## src/rtl/liem_pkg.sv

```systemverilog
// liem_pkg: constants and carrier types for the per-channel alarm edge/mask block
// assumes: one clock domain, registers reached over a plain strobe port
package liem_pkg;

   // ------------------------------------------------------------
   // channel map
   // ------------------------------------------------------------
   localparam int unsigned NUM_CH = 22;
   localparam int unsigned CH_W = 5;
   localparam int unsigned ADDR_W = 11;
   localparam int unsigned DATA_W = 8;
   localparam logic [ADDR_W-1:0] CH_STRIDE = 11'h040;
   localparam logic [ADDR_W-1:0] CH0_BASE = 11'h7C0;
   localparam logic [5:0] OFS_MASK = 6'h3F;

   // ------------------------------------------------------------
   // register offsets inside a channel window
   // ------------------------------------------------------------
   localparam logic [5:0] OFS_EDGE_SEL = 6'h1A;
   localparam logic [5:0] OFS_MASK0 = 6'h1B;
   localparam logic [5:0] OFS_MASK1 = 6'h1C;
   localparam logic [5:0] OFS_STATUS0 = 6'h1E;
   localparam logic [5:0] OFS_STATUS1 = 6'h1F;
   localparam logic [5:0] OFS_FLAGS0 = 6'h20;
   localparam logic [5:0] OFS_FLAGS1 = 6'h21;

   // ------------------------------------------------------------
   // reset values
   // ------------------------------------------------------------
   localparam logic [DATA_W-1:0] EDGE_SEL_RST = 8'h00;
   localparam logic [DATA_W-1:0] MASK0_RST = 8'hFF;
   localparam logic [DATA_W-1:0] MASK1_RST = 8'hE3;
   localparam logic [DATA_W-1:0] ZERO8 = 8'h00;

   // ------------------------------------------------------------
   // edge select bit positions
   // ------------------------------------------------------------
   localparam int unsigned ES_LOOP = 0;
   localparam int unsigned ES_RXSIL = 1;
   localparam int unsigned ES_TXSIL = 2;
   localparam int unsigned ES_TXCLK = 3;
   localparam int unsigned ES_OVC = 4;
   localparam int unsigned ES_PRBS = 5;
   localparam int unsigned ES_ALARM = 6;
   localparam logic [DATA_W-1:0] ES_WMASK = 8'h7F;
   localparam logic [DATA_W-1:0] M1_WMASK = 8'hE3;

   // ------------------------------------------------------------
   // event word 0 / word 1 bit positions
   // ------------------------------------------------------------
   localparam int unsigned B0_LINE_SIL = 0;
   localparam int unsigned B0_SYS_SIL = 1;
   localparam int unsigned B0_TX_SIL = 2;
   localparam int unsigned B0_TX_CLK = 3;
   localparam int unsigned B0_OVC = 4;
   localparam int unsigned B0_RX_JIT = 5;
   localparam int unsigned B0_TX_JIT = 6;
   localparam int unsigned B0_AMP = 7;
   localparam int unsigned B1_DEACT = 0;
   localparam int unsigned B1_ACT = 1;
   localparam int unsigned B1_PRBS = 5;
   localparam int unsigned B1_LALARM = 6;
   localparam int unsigned B1_SALARM = 7;
   localparam logic [DATA_W-1:0] ST0_USED = 8'h1F;
   localparam logic [DATA_W-1:0] ST1_USED = 8'hE3;

   // per-channel detector levels and pulse events
   typedef struct packed {
      logic [DATA_W-1:0] status_word_0; // levels: line/sys/tx silence, tx clk missing, overcurrent
      logic [DATA_W-1:0] status_word_1; // levels: deact, act, prbs lock, line/sys alarm
      logic [DATA_W-1:0] pulse0; // pulses: rx jitter fifo, tx jitter fifo, amplitude
   } liem_chan_in_s;

   // register port request
   typedef struct packed {
      logic [ADDR_W-1:0] addr;
      logic [DATA_W-1:0] wdata;
      logic wr;
      logic rd;
   } liem_req_s;

endpackage : liem_pkg

```

## src/rtl/liem_chan.sv

```systemverilog
// liem_chan: one channel's edge select, masks, flags and request
// assumes: decode of the channel window done by the top; wr/rd one cycle
`timescale 1ns/10ps
`default_nettype none
module liem_chan
   import liem_pkg::*;
(
   // clock and reset
   input wire logic clk,
   input wire logic rstn,
   // register access, already decoded to this channel
   input wire logic sel,
   input wire liem_req_s req,
   // detectors
   input wire liem_chan_in_s det,
   // results
   output logic [DATA_W-1:0] rdata,
   output logic hit,
   output logic irq
);
   logic [DATA_W-1:0] edge_sel_q;
   logic [DATA_W-1:0] mask0_q;
   logic [DATA_W-1:0] mask1_q;
   logic [DATA_W-1:0] flags0_q;
   logic [DATA_W-1:0] flags0_d;
   logic [DATA_W-1:0] flags1_q;
   logic [DATA_W-1:0] flags1_d;
   logic [DATA_W-1:0] any0;
   logic [DATA_W-1:0] any1;
   logic [DATA_W-1:0] set0;
   logic [DATA_W-1:0] set1;
   logic [DATA_W-1:0] clr0;
   logic [DATA_W-1:0] clr1;
   logic [5:0] ofs;
   logic wr_es;
   logic wr_m0;
   logic wr_m1;
   logic rd_f0;
   logic rd_f1;

   // ------------------------------------------------------------
   // edge mode per status bit
   // ------------------------------------------------------------
   assign any0 = {3'b000,
                  edge_sel_q[ES_OVC],
                  edge_sel_q[ES_TXCLK],
                  edge_sel_q[ES_TXSIL],
                  edge_sel_q[ES_RXSIL],
                  edge_sel_q[ES_RXSIL]};
   assign any1 = {edge_sel_q[ES_ALARM],
                  edge_sel_q[ES_ALARM],
                  edge_sel_q[ES_PRBS],
                  3'b000,
                  edge_sel_q[ES_LOOP],
                  edge_sel_q[ES_LOOP]};

   // one detector per status bit; unused word 1 positions are gated off below, unused word 0 positions take pulse0
   genvar gi;
   generate
      for (gi = 0; gi < DATA_W; gi++) begin : g_bit
         logic s0;
         logic s1;
         liem_edge_detect u_e0 (
            .clk(clk),
            .rstn(rstn),
            .state(det.status_word_0[gi]),
            .any_edge(any0[gi]),
            .set_pulse(s0)
         );
         liem_edge_detect u_e1 (
            .clk(clk),
            .rstn(rstn),
            .state(det.status_word_1[gi]),
            .any_edge(any1[gi]),
            .set_pulse(s1)
         );
         assign set0[gi] = ST0_USED[gi] ? s0 : det.pulse0[gi];
         assign set1[gi] = ST1_USED[gi] & s1;
      end
   endgenerate

   // ------------------------------------------------------------
   // access decode; flags clear on read, a set in the same cycle wins
   // ------------------------------------------------------------
   assign ofs = req.addr[5:0];
   assign wr_es = sel & req.wr & (ofs == OFS_EDGE_SEL);
   assign wr_m0 = sel & req.wr & (ofs == OFS_MASK0);
   assign wr_m1 = sel & req.wr & (ofs == OFS_MASK1);
   assign rd_f0 = sel & req.rd & (ofs == OFS_FLAGS0);
   assign rd_f1 = sel & req.rd & (ofs == OFS_FLAGS1);
   assign clr0 = rd_f0 ? flags0_q : ZERO8;
   assign clr1 = rd_f1 ? flags1_q : ZERO8;
   assign flags0_d = (flags0_q & ~clr0) | set0;
   assign flags1_d = (flags1_q & ~clr1) | set1;

   // registers of this channel
   always_ff @(posedge clk or negedge rstn) begin
      if (!rstn) begin
         edge_sel_q <= EDGE_SEL_RST;
         mask0_q <= MASK0_RST;
         mask1_q <= MASK1_RST;
         flags0_q <= ZERO8;
         flags1_q <= ZERO8;
      end else begin
         if (wr_es) edge_sel_q <= req.wdata & ES_WMASK;
         if (wr_m0) mask0_q <= req.wdata;
         if (wr_m1) mask1_q <= req.wdata & M1_WMASK;
         flags0_q <= flags0_d;
         flags1_q <= flags1_d;
      end
   end

   // read mux; hit marks an implemented offset
   always_comb begin
      rdata = ZERO8;
      hit = 1'b1;
      unique case (ofs)
         OFS_EDGE_SEL: rdata = edge_sel_q;
         OFS_MASK0: rdata = mask0_q;
         OFS_MASK1: rdata = mask1_q;
         OFS_STATUS0: rdata = det.status_word_0 & ST0_USED;
         OFS_STATUS1: rdata = det.status_word_1 & ST1_USED;
         OFS_FLAGS0: rdata = flags0_q;
         OFS_FLAGS1: rdata = flags1_q;
         default: hit = 1'b0;
      endcase
   end

   // a masked flag still latches but requests nothing
   assign irq = |(flags0_q & ~mask0_q) | |(flags1_q & ~mask1_q);
endmodule // liem_chan
`default_nettype wire

```

## src/rtl/liem_edge_detect.sv

```systemverilog
// liem_edge_detect: one bit of status, turned into a set pulse by edge select
// assumes: state input already synchronous to clk
`timescale 1ns/10ps
`default_nettype none
module liem_edge_detect
   import liem_pkg::*;
(
   // clock and reset
   input wire logic clk,
   input wire logic rstn,
   // status and mode
   input wire logic state,
   input wire logic any_edge,
   // result
   output logic set_pulse
);
   logic prev_q;

   // previous level; reset to idle so a state high at reset counts as a rise
   always_ff @(posedge clk or negedge rstn) begin
      if (!rstn) begin
         prev_q <= 1'b0;
      end else begin
         prev_q <= state;
      end
   end

   // rise always counts, fall only in any-edge mode
   assign set_pulse = (state & ~prev_q) | (any_edge & ~state & prev_q);
endmodule // liem_edge_detect
`default_nettype wire

```

## src/rtl/liem_top.sv

```systemverilog
// liem_top: interrupt edge select and mask front end for 22 line channels
// assumes: detector inputs and register strobes synchronous to clk
//
// Notes on behaviour
// - alarm select 0: rising line/system alarm sets flag; 1: any change
// - prbs lock select 0: rising change sets flag; 1: any change
// - overcurrent select 0: rising change sets flag; 1: any change
// - tx clock missing select 0: rising sets flag; 1: any change
// - tx silence select 0: rising sets flag; 1: any change
// - one rx silence select drives line and system silence flags
// - one loop code select drives activate and deactivate code flags
// - mask bit 7 gates amplitude overflow, 1 masks, reset masked
// - mask bit 6 gates tx jitter fifo event, reset masked
// - mask bit 5 gates rx jitter fifo event, reset masked
// - mask bit 4 gates overcurrent, reset masked
// - mask bit 3 gates tx clock missing, reset masked
// - mask bit 2 gates tx silence, reset masked
// - mask bit 1 gates system silence, reset masked
// - mask bit 0 gates line silence, reset masked
// - 22 channels at stride 0x40, channel 0 high; edge select and masks read/write, status and flags read only
`timescale 1ns/10ps
`default_nettype none
module liem_top
   import liem_pkg::*;
(
   // clock and reset
   input wire logic clk,
   input wire logic rstn,
   // register port
   input wire logic [ADDR_W-1:0] addr,
   input wire logic [DATA_W-1:0] wdata,
   input wire logic wr,
   input wire logic rd,
   output logic [DATA_W-1:0] rdata,
   // detectors, one entry per channel
   input wire liem_chan_in_s [NUM_CH-1:0] det,
   // interrupt requests
   output logic [NUM_CH-1:0] chan_irq,
   output logic irq
);
   liem_req_s req;
   logic [CH_W-1:0] ch_idx;
   logic ch_valid;
   logic [DATA_W-1:0] ch_rdata [NUM_CH];
   logic [NUM_CH-1:0] ch_hit;
   logic [NUM_CH-1:0] ch_irq;
   logic [DATA_W-1:0] rdata_d;
   logic [DATA_W-1:0] rdata_q;
   logic [NUM_CH-1:0] chan_irq_q;
   logic irq_q;
   logic [CH_W-1:0] blk;
   logic blk_is_ch0;
   logic blk_is_line;
   // window number of an address; line channel n lives in window n-1
   localparam int unsigned BLK_LSB = ADDR_W - CH_W;
   localparam logic [CH_W-1:0] CH0_BLK = CH0_BASE[ADDR_W-1:BLK_LSB];
   localparam logic [CH_W-1:0] LINE_BLKS = CH_W'(NUM_CH - 1);
   localparam logic [CH_W-1:0] BLK_STEP = CH_W'(1);

   // ------------------------------------------------------------
   // address decode: channels 1..21 from window zero up, channel 0 at the top
   // ------------------------------------------------------------
   assign req = '{addr: addr, wdata: wdata, wr: wr, rd: rd};
   assign blk = addr[ADDR_W-1:BLK_LSB];
   assign blk_is_ch0 = (blk == CH0_BLK);
   assign blk_is_line = (blk < LINE_BLKS);
   assign ch_valid = blk_is_ch0 | blk_is_line;
   // index stays in range even for unmapped windows, so the read mux never strays
   assign ch_idx = blk_is_line ? (blk + BLK_STEP) : '0;

   // one channel slice per line
   genvar gc;
   generate
      for (gc = 0; gc < NUM_CH; gc++) begin : g_ch
         liem_chan u_chan (
            .clk(clk),
            .rstn(rstn),
            .sel(ch_valid & (ch_idx == CH_W'(gc))),
            .req(req),
            .det(det[gc]),
            .rdata(ch_rdata[gc]),
            .hit(ch_hit[gc]),
            .irq(ch_irq[gc])
         );
      end
   endgenerate

   // unmapped addresses read zero; writes there are dropped
   assign rdata_d = (rd & ch_valid & ch_hit[ch_idx]) ? ch_rdata[ch_idx] : ZERO8;

   // read data one cycle after the strobe, and only then
   always_ff @(posedge clk or negedge rstn) begin
      if (!rstn) begin
         rdata_q <= ZERO8;
         chan_irq_q <= '0;
         irq_q <= 1'b0;
      end else begin
         rdata_q <= rdata_d;
         chan_irq_q <= ch_irq;
         irq_q <= |ch_irq;
      end
   end

   assign rdata = rdata_q;
   assign chan_irq = chan_irq_q;
   assign irq = irq_q;
endmodule // liem_top
`default_nettype wire

```

## config.mk

```make
export PLATFORM = sky130hd
export DESIGN_NAME = liem_top
export DESIGN_NICKNAME = d
export VERILOG_FILES = /design/src/rtl/liem_pkg.sv /design/src/rtl/liem_chan.sv /design/src/rtl/liem_edge_detect.sv /design/src/rtl/liem_top.sv
export SDC_FILE = /design/constraint.sdc
export NUM_CORES = 2
export LEC_CHECK = 0
export BUFFER_PORTS_ARGS = -buffer_cell sky130_fd_sc_hd__buf_2
export CAP_MARGIN = 20
export CORE_MARGIN = 2
export CORE_UTILIZATION = 48
export DETAILED_ROUTE_END_ITERATION = 8
export PLACE_DENSITY = 0.7
export SETUP_SLACK_MARGIN = 0.5
export SLEW_MARGIN = 5
export SYNTH_ARGS = -nofsm -noshare
export SYNTH_HDL_FRONTEND = slang
export SYNTH_SLANG_ARGS = --single-unit
```

## constraint.sdc

```tcl
create_clock -name clk -period 3.3 [get_ports clk]
set_input_delay 0 -clock clk [delete_from_list [all_inputs] [get_ports clk]]
set_output_delay 0 -clock clk [all_outputs]
set_load 0.02 [all_outputs]
```

After elaboration in Yosys (flattened, before gate mapping)
Cells that the tools add are included.
Word-level totals
  register bits: 1043
  input port bits: 551
  output and inout bits: 31
  word-level logic and storage cells: 2229
Operators by class
  add/sub/neg operators: 1
  order comparisons: 3
  equality and inequality tests: 29
  mux-type cells: 74
  bitwise logic cells: 1742
  reductions and logical operators: 47
Operator list (number)
  $pmux W8 S7: 22
  $and A1 B1 Y1: 838
  $and A8 B8 Y8: 88
  $not A8 Y8: 88
  $not A1 Y1: 440
  $mux W8: 47
  $or A8 B8 Y8: 44
  $reduce_or A8 Y1: 44
  $or A1 B1 Y1: 243
  $bmux W8 S5: 1
  $eq A5 B4 Y1 const B: 8
  $eq A5 B5 Y1 const B: 7
  $eq A6 B5 Y1 const B: 5
  $reduce_or A22 Y1: 1
  $eq A5 B3 Y1 const B: 4
  $eq A6 B6 Y1 const B: 2
  $eq A5 B2 Y1 const B: 2
  $reduce_or A7 Y1: 1
  $ge A6 B6 Y1 const B: 1
  $lt A5 B6 Y1 const B: 1
  $not A5 Y6: 1
  $add A5 B1 Y5 const B: 1
  $bmux W1 S5: 1
  $eq A5 B1 Y1 const B: 1
  other kinds (4): 5

Depth between registers and ports, before layout
  depth in word-level cells: 10
  gate-level depth with buffers: 13

Hierarchy
From an unflattened synthesis, not the netlist that was laid out.
Unflattened totals
  cell total of the unflattened synthesis: 4906
  area, all modules: 54202.0 sq um
By module, submodules not included
  liem_chan at g_ch[0].u_chan ...: instances 20, cells each 165, area each 1866.8 sq um, seq. area each 917.1 sq um
  liem_edge_detect: instances 220, cells each 4, area each 45.0 sq um, seq. area each 25.0 sq um
  liem_chan at g_ch[8].u_chan ...: instances 2, cells each 158, area each 1840.5 sq um, seq. area each 917.1 sq um
  liem_top: instances 1, cells each 410, area each 3275.6 sq um, seq. area each 775.7 sq um

Worst setup path after synthesis
No wires, ideal clock.
  kind: input to register
  start point: input addr[6]
  end point: register g_ch[10].u_chan.edge_sel_q[0]
  data arrival time: 2.256 ns
  required time: 3.175 ns
  setup slack: 0.919 ns
  stages: 10
  path through: ha_1 nand2_1 nor2_1 ha_1 inv_1 mux2i_1 nor3_2 nand2_1 nor2_2 mux2_2
Between the ends
  word-level cells in the longest chain between the ends: 6
  elaborated cells on any way between the ends: 9
RTL lines
  from (decl): RTL line liem_top.sv:30  | input wire logic [ADDR_W-1:0] addr,
  $add A5 B1 Y5 / $lt A5 B5 Y1 (equally long branches): RTL line liem_top.sv:69, liem_top.sv:66
  $mux W5: RTL line liem_top.sv:69  | assign ch_idx = blk_is_line ? (blk + BLK_STEP) : '0;
  $eq A5 B4 Y1: RTL line liem_top.sv:78  | .sel(ch_valid & (ch_idx == CH_W'(gc))),
  $and A1 B1 Y1 *: RTL line liem_top.sv:78
  $and A1 B1 Y1 * (2 in series): RTL line liem_chan.sv:86  | assign wr_es = sel & req.wr & (ofs == OFS_EDGE_SEL);
  to (signal assigned): RTL line liem_chan.sv:105  | if (wr_es) edge_sel_q <= req.wdata & ES_WMASK;
  to (decl): RTL line liem_chan.sv:21  | logic [DATA_W-1:0] edge_sel_q;
Every way passes the cells marked *; elsewhere a longest branch is shown, timed or not.
A chain may end at the register's enable or synchronous reset.

Worst setup path after layout
  start point: input addr[2]
  end point: register g_ch[4].u_chan.edge_sel_q[5]
Between the ends
  word-level cells in the longest chain between the ends: 2
RTL lines (RTL line)
  $eq A6 B5 Y1: liem_chan.sv:86
  $and A1 B1 Y1: liem_chan.sv:86
  to (signal assigned): liem_chan.sv:105
  to (decl): liem_chan.sv:21
Every way passes these cells.

==> qor.txt <==
NumNets Final: 5618
Worst endpoint required time: 3.89 ns
Prevailing post-synth register cell: dfrtp_1
Leak Pwr: 0.0271 uW
Initial antenna violation count: 34
Worst Slack Setup Final: 0.458 ns
DRC Markers: 0
Setup WS pre-CTS: 0.227 ns
Gpl congestion: 0.991
Synth cell types: 71
Mean Syn Cell Area: 11.6 um2
Synthesized cell area: 0.0482 mm2
Max_cap viols: 0
Worst Hold Class: in -> reg
Normalized max-slew margin: 0.275
Port-buffer cells: 339
Routed length per instance: 29.0 um
Clock latency at the later pin of the worst-skew pair: 0.72 ns
Most common cell after layout, fill and taps aside: dfrtp_1
Core area: 0.0999 mm2
Vias in the first global route: 41500
Vias: 41400
Iteration-0 DRC Markers: 5204
Post-route ant nets: 0
Synth warn: 0
TritonRoute pass-1 iters: 9
Die Ht: 321 um
First-pass GRT wire length: 277 mm
Depth of the CTS H-tree: 3
Die Wd: 321 um
# IOs: 582
Pwr dens: 473 mW/mm2
Most frequent cells in the layout: dfrtp_1, inv_1, mux2_2
Final setup vio count: 0
Synth Net Count: 4721
Seq/Total Area, Yosys: 0.549
Dpl hpwl: 126 mm
Final Max Tran Viols: 0
Clock Root Buffer: clkbuf_16
Post-Route WL: 188 mm
Final hold vios: 0
Max VDD drop: 0.432 mV
Outcome: completed
CTS tree: done
Rows: 116
Period utilization: 0.861
Endpoint class of the critical path: register
Num Clock Sinks: 1043
EDFF count, synth: 0
Share of layout cells above drive strength 1: 0.295
#FFs+latches synth: 1043
Synth async-reset ratio: 1.00
Post-Syn Instances: 4168
Final Skew: 0.0179 ns
Worst-case clock buffer depth: 3
Die ar.: 0.103 mm2
CP Max Fanout: 21
Crit path time final: 2.84 ns
CP Data Arrival Time: 3.43 ns
Setup CP Type: in -> reg
Worst-path clk slew: 0.06 ns
Num CTS Buffers: 111
Vias per cell: 6.40
Startpoint types: primary input
Maximum clock rate: 0.352 GHz
P&R area growth vs syn: 27.0%
Measured slew at the worst slew-check pin: 1.09 ns
Setup Total Neg Slack: 0 ns
GRT Total Usage: 0.361
Largest net degree at the start of global routing: 122
RSZ-0062 raised after global routing: true
Starting density of the core: 0.483
Total grt overflow: 0
## Yosys cell counts, types with 96 or more instances
cell,n,share of area
nand3_1,163,0.017
nand2_1,216,0.017
dfrtp_1,757,0.39
dfstp_2,286,0.16
inv_1,488,0.038
nor3b_1,218,0.034
a221oi_1,111,0.020
a221o_1,234,0.049
clkbuf_1,118,0.0092
o21ai_0,96,0.010
a22oi_1,158,0.025
o22ai_1,114,0.015
mux2_2,479,0.11
## flip-flops by register name, indices dropped and copies added, names as in the netlist
signal                         count
rdata                              8
g_ch.u_chan.g_bit.u_e1.prev_q    110
g_ch.u_chan.mask1_q              110
g_ch.u_chan.flags0_q             176
g_ch.u_chan.g_bit.u_e0.prev_q    110
g_ch.u_chan.flags1_q             176
irq                                1
chan_irq                          22
g_ch.u_chan.mask0_q              176
g_ch.u_chan.edge_sel_q           154
## cell type report
type,instances,area (um2)
inverter,488,1830
multi-input combinational,2423,19100
timing repair buffer,998,8250
antenna,14,35.0
clock inverter,48,603
sequential,1043,26500
fill,7923,38700
clock buffer,163,3280
tap,1298,1620
## metal layers
metal | wire [um] | share of wire | vias to the layer above | track usage
met5 | 212 | 0.0011 | - | 0
met4 | 10600 | 0.056 | 34 | 0.186
met3 | 21800 | 0.12 | 559 | 0.100
met2 | 82900 | 0.44 | 2511 | 0.544
met1 | 72100 | 0.38 | 21000 | 0.478
li1 | - | - | 17300 | -
## power breakdown
group,leakage [uW],internal (uW),switching (uW)
clock,0.00191,7880,5430
combinational,0.0137,935,1590
sequential,0.0114,13000,79.0
total,0.0271,21800,7100
## critical path: stages
cell and delay, ns:
buf_2 0.10, dlygate4sd3_1 0.59, buf_12 0.20, nor3_2 0.43, buf_12 0.27, buf_4 0.37, nand2_1 0.15, nor2_1 0.43
nand2_1 0.45, mux2_2 0.42
## metrics by stage
stage	cell area, um2	hold WS (ns)	utilization	cells	power, uW
2_1_floorplan	48200	-0.296	-	4168	14000
3_3_place_gp	52500	0.0290	0.525	5773	15200
3_5_place_dp	52500	0.0424	0.525	5773	15300
4_1_cts	61100	0.0000492	0.612	6460	28900
5_1_grt	61200	0.00861	0.613	6469	29700
6_report	61200	0.00804	0.613	6475	28900
## path summary, 6_finish.rpt
| kind | startpoint | endpoint | slack (ns) | cells after the start |
|---|---|---|---|---|
| worst max-delay path | addr[2] | g_ch[4].u_chan.edge_sel_q[5] | 0.46 | 10 |
| worst min-delay path | det[402] | g_ch[16].u_chan.g_bit[2].u_e0.prev_q | 0.008 | 2 |
| worst max register to register | g_ch[19].u_chan.mask0_q[0] | irq | 0.47 | 8 |
| worst min register to register | g_ch[20].u_chan.flags0_q[5] | g_ch[20].u_chan.flags0_q[5] | 0.48 | 1 |
| max in group asynchronous | rstn | g_ch[1].u_chan.mask1_q[7] | 2.37 | 4 |
| min in group asynchronous | rstn | g_ch[16].u_chan.mask0_q[2] | 0.16 | 2 |
## what timing repair did
item / 4_1_cts / 5_1_grt
setup endpoints to repair: 0 / 21
hold endpoints to repair: 1187 / 0
buffers inserted: 0 / 1
gates resized for setup: 0 / 10
hold buffers: 476 / 0
## logic make-up (layout without fill, tap and decap cells)
| family | Yosys count | in the layout | share of synthesized area |
|---|---|---|---|
| flops | 1043 | 1043 | 0.549 |
| compound gates | 1001 | 1001 | 0.166 |
| simple gates | 891 | 891 | 0.106 |
| buf+inv | 702 | 1697 | 0.0564 |
| mux | 528 | 528 | 0.122 |
| fa+ha+maj | 2 | 2 | 0.000519 |
| xor+xnor | 1 | 1 | 0.000182 |
| other cells | 0 | 14 | 0 |
Power figures use the tool's default switching activity.
